--- config.mk ---
export PLATFORM = sky130hd
export DESIGN_NAME = ich_host
export DESIGN_NICKNAME = d
export VERILOG_FILES = /design/src/verilog/ich_pkg.sv /design/src/verilog/ich_sync.sv /design/src/verilog/ich_host.sv
export SDC_FILE = /design/constraint.sdc
export NUM_CORES = 1
export LEC_CHECK = 0
export BUFFER_PORTS_ARGS = -buffer_cell sky130_fd_sc_hd__buf_2
export CAP_MARGIN = 30
export CORE_ASPECT_RATIO = 0.5
export CORE_MARGIN = 3
export CORE_UTILIZATION = 25
export CTS_CLUSTER_SIZE = 10
export DETAILED_ROUTE_END_ITERATION = 7
export SYNTH_ARGS = -nofsm -noshare
export SYNTH_HDL_FRONTEND = slang
export SYNTH_SLANG_ARGS = --single-unit
export TNS_END_PERCENT = 100
--- constraint.sdc ---
create_clock -name clock -period 3.75 [get_ports clock]
set_input_delay 0.75 -clock clock [delete_from_list [all_inputs] [get_ports clock]]
set_output_delay 0.75 -clock clock [all_outputs]
set_load 0.01 [all_outputs]
--- src/verilog/ich_pkg.sv ---
`default_nettype none
package ich_pkg;

  // ----------------------------------------------------------------
  // command codes of the bridge device
  // ----------------------------------------------------------------
  localparam logic [7:0] CMD_FULL_RESET = 8'hf0;
  localparam logic [7:0] CMD_CONFIG_WRITE = 8'hd2;
  localparam logic [7:0] CMD_POINTER_SELECT = 8'he1;
  localparam logic [7:0] CMD_LINE_RESET = 8'hb4;
  localparam logic [7:0] CMD_LINE_BYTE_WRITE = 8'ha5;
  localparam logic [7:0] CMD_LINE_BYTE_READ = 8'h96;
  localparam logic [7:0] CMD_LINE_SINGLE_SLOT = 8'h87;
  localparam logic [7:0] CMD_SEARCH_STEP = 8'h78;

  // pointer code for the configuration register
  localparam logic [7:0] PTR_CONFIG = 8'hc3;
  // only the direction bit of the search parameter means anything
  localparam logic [7:0] SEARCH_DIR_MASK = 8'h80;

  // ----------------------------------------------------------------
  // slave address
  // ----------------------------------------------------------------
  // fixed upper five address bits, plain default
  localparam logic [4:0] ADDR_UPPER = 5'h06;
  localparam logic RW_WRITE = 1'b0;
  localparam logic RW_READ = 1'b1;

  // ----------------------------------------------------------------
  // timing: four quarters per scl period
  // ----------------------------------------------------------------
  localparam int CLK_PERIOD_NS = 40;
  localparam int STD_BIT_NS = 10000;
  localparam int FAST_BIT_NS = 2500;
  // least times, so round the quarter up
  localparam int STD_Q_INT = (STD_BIT_NS / 4 + CLK_PERIOD_NS - 1) / CLK_PERIOD_NS;
  localparam int FAST_Q_INT = (FAST_BIT_NS / 4 + CLK_PERIOD_NS - 1) / CLK_PERIOD_NS;
  localparam logic [6:0] STD_QUARTER = 7'(STD_Q_INT);
  localparam logic [6:0] FAST_QUARTER = 7'(FAST_Q_INT);

  // ----------------------------------------------------------------
  // bit slot layout and reset values
  // ----------------------------------------------------------------
  localparam logic [3:0] BIT_ACK = 4'h8;
  localparam logic [1:0] PH_FALL = 2'h0;
  localparam logic [1:0] PH_SETUP = 2'h1;
  localparam logic [1:0] PH_RISE = 2'h2;
  localparam logic [1:0] PH_SAMPLE = 2'h3;
  localparam logic [7:0] RST_BYTE = 8'h00;
  localparam logic [6:0] RST_QCNT = 7'h00;

  typedef enum logic [2:0] {
    ST_IDLE,
    ST_START,
    ST_ADDR_W,
    ST_CODE,
    ST_PARAM,
    ST_ADDR_R,
    ST_DATA,
    ST_STOP
  } ich_state_t;

endpackage
`default_nettype wire

--- src/verilog/ich_sync.sv ---
`timescale 1ns/1ps
`default_nettype none
// ------------------------------------------------------------------
// two flop level synchroniser
// ------------------------------------------------------------------
module ich_sync #(
  parameter logic RST_VAL = 1'b1
) (
  input wire logic clock,
  input wire logic rst,
  input wire logic async_in,
  output logic sync_out
);

  logic meta;
  logic next_meta;
  logic next_sync_out;

  // first flop feeds only the second
  always_comb begin
    next_meta = async_in;
    next_sync_out = meta;
  end

  always_ff @(posedge clock) begin
    if (rst) begin
      meta <= RST_VAL;
      sync_out <= RST_VAL;
    end else begin
      meta <= next_meta;
      sync_out <= next_sync_out;
    end
  end

endmodule
`default_nettype wire

--- src/verilog/ich_host.sv ---
`timescale 1ns/1ps
`default_nettype none
module ich_host (
  input wire logic clock,
  input wire logic rst,
  input wire logic fast_mode,
  input wire logic addr_select_pin_low,
  input wire logic addr_select_pin_high,
  input wire logic cmd_valid,
  output logic cmd_ready,
  input wire logic cmd_read,
  input wire logic [7:0] cmd_code,
  input wire logic [7:0] cmd_param,
  input wire logic cmd_read_after,
  input wire logic [7:0] cmd_read_count,
  output logic busy,
  output logic done,
  output logic nack,
  output logic rd_valid,
  output logic [7:0] rd_data,
  output logic scl_o,
  output logic scl_oe,
  input wire logic sda_i,
  output logic sda_o,
  output logic sda_oe
);

  // ----------------------------------------------------------------
  // state
  // ----------------------------------------------------------------
  ich_pkg::ich_state_t state, next_state;
  logic [1:0] phase, next_phase;
  logic [3:0] bit_cnt, next_bit_cnt;
  logic [6:0] qcnt, next_qcnt;
  logic [7:0] shreg, next_shreg;
  logic [7:0] code_q, next_code_q;
  logic [7:0] param_q, next_param_q;
  logic [7:0] rd_left, next_rd_left;
  logic [6:0] addr_q, next_addr_q;
  logic param_en, next_param_en;
  logic want_rd, next_want_rd;
  logic rd_phase, next_rd_phase;
  logic fast_q, next_fast_q;
  logic ack_ok, next_ack_ok;
  logic next_scl_oe;
  logic next_sda_oe;
  logic next_done;
  logic next_nack;
  logic next_rd_valid;
  logic [7:0] next_rd_data;

  logic sda_s;
  logic tick;
  logic is_rx;
  logic [1:0] np;
  logic [6:0] reload;
  logic [6:0] cmd_reload;
  logic cmd_has_param;
  logic [7:0] cmd_param_eff;

  // ----------------------------------------------------------------
  // pin sampling
  // ----------------------------------------------------------------
  // sda comes from the wire, so it crosses two flops first
  ich_sync #(
    .RST_VAL(1'b1)
  ) u_sda_sync (
    .clock(clock),
    .rst(rst),
    .async_in(sda_i),
    .sync_out(sda_s)
  );

  // open drain: only ever pull low, the pullup makes the high
  assign scl_o = 1'b0;
  assign sda_o = 1'b0;
  assign cmd_ready = (state == ich_pkg::ST_IDLE);
  assign busy = (state != ich_pkg::ST_IDLE);

  // ----------------------------------------------------------------
  // command decode
  // ----------------------------------------------------------------
  // codes that take one parameter byte; the rest go alone
  always_comb begin
    unique case (cmd_code)
      ich_pkg::CMD_CONFIG_WRITE,
      ich_pkg::CMD_POINTER_SELECT,
      ich_pkg::CMD_LINE_BYTE_WRITE,
      ich_pkg::CMD_LINE_SINGLE_SLOT,
      ich_pkg::CMD_SEARCH_STEP: cmd_has_param = 1'b1;
      default: cmd_has_param = 1'b0;
    endcase
    // search step: lower bits are don't care, send them as zero
    if (cmd_code == ich_pkg::CMD_SEARCH_STEP) begin
      cmd_param_eff = cmd_param & ich_pkg::SEARCH_DIR_MASK;
    end else begin
      cmd_param_eff = cmd_param;
    end
  end

  // ----------------------------------------------------------------
  // quarter-period divider
  // ----------------------------------------------------------------
  // scl is derived here and driven out; no wait on the wire since
  // the device cannot stretch
  always_comb begin
    reload = fast_q ? ich_pkg::FAST_QUARTER - 7'h01 : ich_pkg::STD_QUARTER - 7'h01;
    cmd_reload = fast_mode ? ich_pkg::FAST_QUARTER - 7'h01 : ich_pkg::STD_QUARTER - 7'h01;
    tick = (qcnt == 7'h00) && (state != ich_pkg::ST_IDLE);
    np = phase + 2'h1;
    is_rx = (state == ich_pkg::ST_DATA);
  end

  // ----------------------------------------------------------------
  // transfer sequencer
  // ----------------------------------------------------------------
  always_comb begin
    next_state = state;
    next_phase = phase;
    next_bit_cnt = bit_cnt;
    next_qcnt = tick ? reload : qcnt - 7'h01;
    next_shreg = shreg;
    next_code_q = code_q;
    next_param_q = param_q;
    next_rd_left = rd_left;
    next_addr_q = addr_q;
    next_param_en = param_en;
    next_want_rd = want_rd;
    next_rd_phase = rd_phase;
    next_fast_q = fast_q;
    next_ack_ok = ack_ok;
    next_scl_oe = scl_oe;
    next_sda_oe = sda_oe;
    next_done = 1'b0;
    next_nack = nack;
    next_rd_valid = 1'b0;
    next_rd_data = rd_data;
    if (state == ich_pkg::ST_IDLE) begin
      next_qcnt = ich_pkg::RST_QCNT;
      if (cmd_valid) begin
        // latch the whole request so it can change during the transfer
        next_state = ich_pkg::ST_START;
        next_phase = ich_pkg::PH_FALL;
        next_qcnt = cmd_reload;
        next_fast_q = fast_mode;
        next_addr_q = {ich_pkg::ADDR_UPPER, addr_select_pin_high, addr_select_pin_low};
        next_code_q = cmd_code;
        next_param_q = cmd_param_eff;
        next_param_en = cmd_has_param;
        next_want_rd = cmd_read_after;
        next_rd_phase = cmd_read;
        next_rd_left = (cmd_read_count == 8'h00) ? 8'h01 : cmd_read_count;
        next_nack = 1'b0;
      end
    end else if (tick) begin
      next_phase = np;
      unique case (state)
        ich_pkg::ST_START: begin
          // also serves as repeated start: scl low, sda free first
          unique case (np)
            ich_pkg::PH_SETUP: next_sda_oe = 1'b0;
            ich_pkg::PH_RISE: next_scl_oe = 1'b0;
            ich_pkg::PH_SAMPLE: next_sda_oe = 1'b1;
            ich_pkg::PH_FALL: begin
              next_scl_oe = 1'b1;
              next_bit_cnt = 4'h0;
              next_state = rd_phase ? ich_pkg::ST_ADDR_R : ich_pkg::ST_ADDR_W;
              next_shreg = {addr_q, rd_phase ? ich_pkg::RW_READ : ich_pkg::RW_WRITE};
            end
          endcase
        end
        ich_pkg::ST_STOP: begin
          unique case (np)
            ich_pkg::PH_SETUP: next_sda_oe = 1'b1;
            ich_pkg::PH_RISE: next_scl_oe = 1'b0;
            ich_pkg::PH_SAMPLE: next_sda_oe = 1'b0;
            ich_pkg::PH_FALL: begin
              next_state = ich_pkg::ST_IDLE;
              next_done = 1'b1;
            end
          endcase
        end
        ich_pkg::ST_ADDR_W,
        ich_pkg::ST_CODE,
        ich_pkg::ST_PARAM,
        ich_pkg::ST_ADDR_R,
        ich_pkg::ST_DATA: begin
          unique case (np)
            ich_pkg::PH_SETUP: begin
              // sda moves only a quarter after scl fell
              if (bit_cnt == ich_pkg::BIT_ACK) begin
                // ack every read byte but the last
                next_sda_oe = is_rx && (rd_left != 8'h01);
              end else begin
                next_sda_oe = !is_rx && !shreg[7];
              end
            end
            ich_pkg::PH_RISE: next_scl_oe = 1'b0;
            ich_pkg::PH_SAMPLE: begin
              // mid-high sample, well clear of both edges
              if (bit_cnt != ich_pkg::BIT_ACK) begin
                next_shreg = {shreg[6:0], sda_s};
              end else if (!is_rx) begin
                next_ack_ok = !sda_s;
              end
            end
            ich_pkg::PH_FALL: begin
              next_scl_oe = 1'b1;
              if (bit_cnt != ich_pkg::BIT_ACK) begin
                next_bit_cnt = bit_cnt + 4'h1;
              end else begin
                next_bit_cnt = 4'h0;
                unique case (state)
                  ich_pkg::ST_ADDR_W: begin
                    next_state = ich_pkg::ST_CODE;
                    next_shreg = code_q;
                  end
                  ich_pkg::ST_CODE: begin
                    if (param_en) begin
                      next_state = ich_pkg::ST_PARAM;
                      next_shreg = param_q;
                    end else if (want_rd) begin
                      next_state = ich_pkg::ST_START;
                      next_rd_phase = 1'b1;
                    end else begin
                      next_state = ich_pkg::ST_STOP;
                    end
                  end
                  ich_pkg::ST_PARAM: begin
                    next_state = want_rd ? ich_pkg::ST_START : ich_pkg::ST_STOP;
                    next_rd_phase = want_rd;
                  end
                  ich_pkg::ST_ADDR_R: next_state = ich_pkg::ST_DATA;
                  ich_pkg::ST_DATA: begin
                    // each byte is the same pointed register
                    next_rd_data = shreg;
                    next_rd_valid = 1'b1;
                    next_rd_left = rd_left - 8'h01;
                    if (rd_left == 8'h01) begin
                      next_state = ich_pkg::ST_STOP;
                    end
                  end
                  default: next_state = ich_pkg::ST_STOP;
                endcase
                // refused byte: give up and free the bus with a stop
                if (!is_rx && !ack_ok) begin
                  next_state = ich_pkg::ST_STOP;
                  next_rd_phase = 1'b0;
                  next_nack = 1'b1;
                end
              end
            end
          endcase
        end
        default: next_state = ich_pkg::ST_IDLE;
      endcase
    end
  end

  // ----------------------------------------------------------------
  // registers
  // ----------------------------------------------------------------
  // bus released, no transfer, after reset
  always_ff @(posedge clock) begin
    if (rst) begin
      state <= ich_pkg::ST_IDLE;
      phase <= ich_pkg::PH_FALL;
      bit_cnt <= 4'h0;
      qcnt <= ich_pkg::RST_QCNT;
      shreg <= ich_pkg::RST_BYTE;
      code_q <= ich_pkg::RST_BYTE;
      param_q <= ich_pkg::RST_BYTE;
      rd_left <= ich_pkg::RST_BYTE;
      addr_q <= 7'h00;
      param_en <= 1'b0;
      want_rd <= 1'b0;
      rd_phase <= 1'b0;
      fast_q <= 1'b0;
      ack_ok <= 1'b0;
      scl_oe <= 1'b0;
      sda_oe <= 1'b0;
      done <= 1'b0;
      nack <= 1'b0;
      rd_valid <= 1'b0;
      rd_data <= ich_pkg::RST_BYTE;
    end else begin
      state <= next_state;
      phase <= next_phase;
      bit_cnt <= next_bit_cnt;
      qcnt <= next_qcnt;
      shreg <= next_shreg;
      code_q <= next_code_q;
      param_q <= next_param_q;
      rd_left <= next_rd_left;
      addr_q <= next_addr_q;
      param_en <= next_param_en;
      want_rd <= next_want_rd;
      rd_phase <= next_rd_phase;
      fast_q <= next_fast_q;
      ack_ok <= next_ack_ok;
      scl_oe <= next_scl_oe;
      sda_oe <= next_sda_oe;
      done <= next_done;
      nack <= next_nack;
      rd_valid <= next_rd_valid;
      rd_data <= next_rd_data;
    end
  end

endmodule
`default_nettype wire

After elaboration in Yosys (flattened, before gate mapping)
Cells that the tools add are included.
{ "word_totals": {"in_bits": 33, "reg_bits": 71, "word_cells": 183} }
{ "classes": {"add_sub_neg": 4, "n_mux": 71, "bitwise": 7, "n_reduce_logical": 39, "n_eq_ne": 40} }
{ "op_table": {"columns": ["operator", "count"], "rows": [
  ["2-to-1 mux 8 bit", 12],
  ["one-hot mux 8 bit (2 select lines)", 3],
  ["2-to-1 mux 3 bit", 12],
  ["equality test 8 bit (second input constant)", 4],
  ["AND reduction 6 bit", 5],
  ["!= test 3 bit (second input constant)", 8],
  ["2-to-1 mux 1 bit", 23],
  ["2-to-1 mux 7 bit", 3],
  ["!= test 4 bit (second input constant)", 5],
  ["2-to-1 mux 6 bit", 3],
  ["one-hot mux 3 bit (5 select lines)", 1],
  ["nonzero test 2 bit", 7],
  ["equality test 3 bit (second input constant)", 4],
  ["2-to-1 mux 4 bit", 3],
  ["OR reduction 6 bit", 2],
  ["!= test 2 bit (second input constant)", 5],
  ["one-hot mux 1 bit (2 select lines)", 5],
  ["AND reduction 5 bit", 2],
  ["OR reduction 5 bit", 2],
  ["one-hot mux 3 bit (3 select lines)", 1],
  ["AND reduction 9 bit", 1],
  ["equality test 8 x 1 -> 1 bit (second input constant)", 1],
  ["equality test 8 x 7 -> 1 bit (second input constant)", 1],
  ["zero test 8 bit", 1],
  ["other kinds (29)", 47]
]} }

Logic depth before layout (Yosys ltp)
{ "depth": {"depth_word": 9, "mapped_depth": 9, "ltp_nobuf": 7} }

Hierarchy
From an unflattened synthesis, not the netlist that was laid out.
{ "unflattened": {"cells_unflattened": 475, "hier_area_um2": 3767.4} }
{ "modules_own_cells": {"columns": ["module", "instances", "cells_each", "seq_area_each_um2", "area_each_um2"], "rows": [
  ["ich_host", 1, 471, 1381.3, 3714.8],
  ["ich_sync", 1, 4, 40.0, 52.6]
]} }

Worst setup path after synthesis
No wires, ideal clock.
{ "synth_timing": {"kind": "register -> register", "from": "register state[1]", "to": "register state[2]", "period_less_slack_ps": 2005, "setup_ps": 132, "path_buffers": 2, "stages_incl_launch_ff": 9, "arrival_time_ps": 1873, "t_required_ps": 3618, "path_slack_ps": 1745, "path_cell_list": "dfxtp_1 buf_2 clkbuf_1 inv_1 ha_1 o21ai_0 or4_1 nand4_1 a21oi_1"} }
{ "synth_via": {"elab_chain_cells": 9, "elab_cells_between_ends": 28, "classes_between": "13 x eq/ne; 7 x mux; 8 x reduce/logical"} }
{ "synth_rtl": {"columns": ["element", "line_no", "source"], "rows": [
  ["from (decl)", "ich_host.sv:31", "ich_pkg::ich_state_t state, next_state;"],
  ["from (signal assigned)", "ich_host.sv:266", "state <= ich_pkg::ST_IDLE;"],
  ["from (signal assigned)", "ich_host.sv:287", "state <= next_state;"],
  ["parallel branches: the longest is 9 deep, another holds one-hot mux 3 bit (5 select lines)", null, null]
]} }
Several ways; the timed one is not identified. The select of a mux whose other input is x is not followed.
A chain may end at the register's enable or synchronous reset.

Worst setup path after layout
{ "layout_timing": {"from": "register state[0]", "to": "output busy"} }
{ "layout_via": {"elab_chain_cells": 1} }
{ "layout_rtl": {"columns": ["element", "line_no", "source"], "rows": [
  ["nonzero test 3 bit", "ich_host.sv:78", "assign busy = (state != ich_pkg::ST_IDLE);"],
  ["to (decl)", "ich_host.sv:16", "output logic busy,"]
]} }
Every way passes these cells.

==> results_dict.tcl <==
set metrics [dict create \
    status "finished clean" \
    synthCells 474 \
    hpwlAfterDp_um 7320 \
    ys.flop_type "dfxtp_1" \
    ys_seq_elements 71 \
    wire_per_inst_um 14.2 \
    fin_tns_setup_ps 0 \
    post-route-cell-area_um2 4490 \
    cts_setup_buffers 0 \
    slowest_delay_ps 830 \
    rr_startpoint "phase[0]" \
    worstMarginPinSlew_ps 786 \
    nNetsFinal 550 \
    crit_path_end_kind "output port" \
    die_area_um2 16700 \
    grt_usage_pct 12.1 \
    whs_path_depth 1 \
    clock_sinks 71 \
    p_per_area_nw_per_um2 767 \
    skew_ps 6.64 \
    fp.dieW_um 180 \
    cp-start-kind "flip-flop" \
    final_common_cell "dfxtp_1" \
    fin_crit_sh_pct 74.2 \
    cts_tree "built" \
    first_iter_violations 292 \
    async_flop_share_pct 0 \
    antennaDiodeCount 0 \
    clock_latency_ps 330 \
    final_hold_viol_count 0 \
    finalSetupViolations 0 \
    fmax_mhz 359 \
    cts_hold_buf 0 \
    cp_num_buf_inv 2 \
    grt_max_degree 30 \
    grt.overflow.total 0 \
    grt_pass1_wl_um 16700 \
    wirelength_um 10000 \
    syn2layout_area_growth_pct 18.9 \
    timing.slew.headroom_pct 47.5 \
    crit_type "reg2out" \
    die_y_um 92.9 \
    rrSetupSlack_ps 1050 \
    fp.coreArea_um2 14600 \
    clk_pin_slew_ps 60 \
    path_cells "nor3_2 -> inv_1 -> buf_2" \
    ys_types 59 \
    detail-route-antenna-nets 0 \
    reg2regPathDepth 6 \
    layout-drive-gt1-share_pct 15.5 \
    period_needed_ps 2780 \
    yosys.area.top_type_share_pct 37.6 \
    required_ps 3000 \
    synth_seq_area_share_pct 37.6 \
    cts_made_buffers 9 \
    synth_edf_count 0 \
    slew_viol_final 0 \
    drc 0 \
    clockRootBuffer "clkbuf_16" \
    fin_cells 708 \
    vias_per_cell 5.02 \
    final_cell_mix "71 x dfxtp_1, 53 x a21oi_1, 52 x nand2_1" \
    cp_slowest_cell "dfxtp_1" \
    cts_resized 0 \
    htree_levels 3 \
    hold-worst-slack_ps 426 \
    avgSynthCellArea_um2 7.97 \
    hold_end "u_sda_sync.sync_out" \
    antenna_found_initial 0 \
    nFillCells 1568 \
    synthTopCellsByArea "dfxtp_1 38%, a21oi_1 7.0%, mux2i_1 5.3%" \
    hold_start "u_sda_sync.meta" \
    numPortBuffers 47 \
    place_area_um2 4170 \
    drv_cap 0 \
    place_inst 693 \
    row_count 31 \
    hold_path_class "reg2reg" \
    start_util_pct 25.8 \
    yosys.area.top_type "dfxtp_1" \
    worstPathMaxFanout 24 \
    yosysWarnings 0 \
    arrival_ps 2030 \
    reg2reg_to "shreg[2]" \
    rsz0062_at_grt "false" \
    critPathTopFamily "flip-flops" \
    drtPass1Iterations 5 \
    vdd.ir_drop.worst_uv 240 \
    ioPinCount 50 \
    place_congestion 0.830 \
    via_count 3554 \
    grt_pass1_vias 3292 \
    cts_buffer_depth 2 \
    syn_area_um2 3780 \
    power_leakage_nw 1.68 \
]
[power by group]
| group | internal [W] | switching (W) |
|---|---|---|
| clock | 0.000597 | 0.000322 |
| sequential | 0.000915 | 0.000212 |
| combinational | 0.000522 | 0.000878 |
[worst max-delay path by stage]
| stage | endpoint | slack, ps | from | depth (start not counted) |
|---|---|---|---|---|
| 2_1_floorplan | state[2] | 1750 | state[1] | 8 |
| 3_3_place_gp | rd_data[4] | 1250 | phase[0] | 6 |
| 3_5_place_dp | shreg[4] | 1120 | phase[0] | 6 |
| 4_1_cts | busy | 960 | state[0] | 3 |
| 5_1_grt | shreg[1] | 760 | phase[0] | 6 |
| 6_report | busy | 970 | state[0] | 3 |
[metal layers]
layer	wire [um]	global-route usage [%]
met5	0	0
met1	5210	17.9
met3	647	2.82
met4	117	2.96
met2	4070	17.5
[per-stage QoR]
| stage | power [W] | utilization, % | setup slack [ps] |
|---|---|---|---|
| 2_1_floorplan | 0.00215 | - | 1750 |
| 3_3_place_gp | 0.00250 | 28.5 | 1250 |
| 3_5_place_dp | 0.00252 | 28.5 | 1120 |
| 4_1_cts | 0.00345 | 30.7 | 956 |
| 5_1_grt | 0.00371 | 30.7 | 764 |
| 6_report | 0.00345 | 30.7 | 966 |
[flip-flops by register name, summed over array words and instances (netlist names), 4 cells and up]
signal / count
bit_cnt: 4
qcnt: 7
param_q: 8
rd_left: 8
shreg: 8
code_q: 8
rd_data: 8
[final cells by class]
class / instances / area (um^2) / area share [%]
timing repair buffer: 53 / 280 / 6.24
clock inverter: 5 / 82.6 / 1.84
inverter: 16 / 60.1 / 1.34
tap: 198 / 248 / 5.51
sequential: 71 / 1420 / 31.6
clock buffer: 10 / 239 / 5.32
multi-input combinational: 355 / 2160 / 48.1
[worst reg2reg max path, stage by stage (launching register included)]
cell      delay (ps)
dfxtp_1          420
ha_1             690
inv_1            210
o311ai_0         520
o2bb2a_1         320
nor2_1           300
a211oi_1         120
[cells in the mapped netlist (5+ instances only)]
cell / count
nand3_1: 10
ha_1: 11
a211oi_1: 21
a21oi_1: 53
a22oi_1: 9
nor2_1: 47
o21ai_0: 30
mux2i_1: 20
buf_2: 6
nor2b_1: 5
nand3b_1: 6
dfxtp_1: 71
clkbuf_1: 25
inv_1: 16
nor3_1: 15
nand2_1: 52
[cell families after synthesis]
family | after synthesis | share of synthesized area [%]
fa+ha+maj | 11 | 3.64
other cells | 1 | 0.0992
xor+xnor | 6 | 1.39
flops | 71 | 37.6
compound gates | 145 | 23.9
simple gates | 170 | 22.5
mux | 21 | 5.59
buf+inv | 49 | 5.26
(Power assumes the default switching activity.)
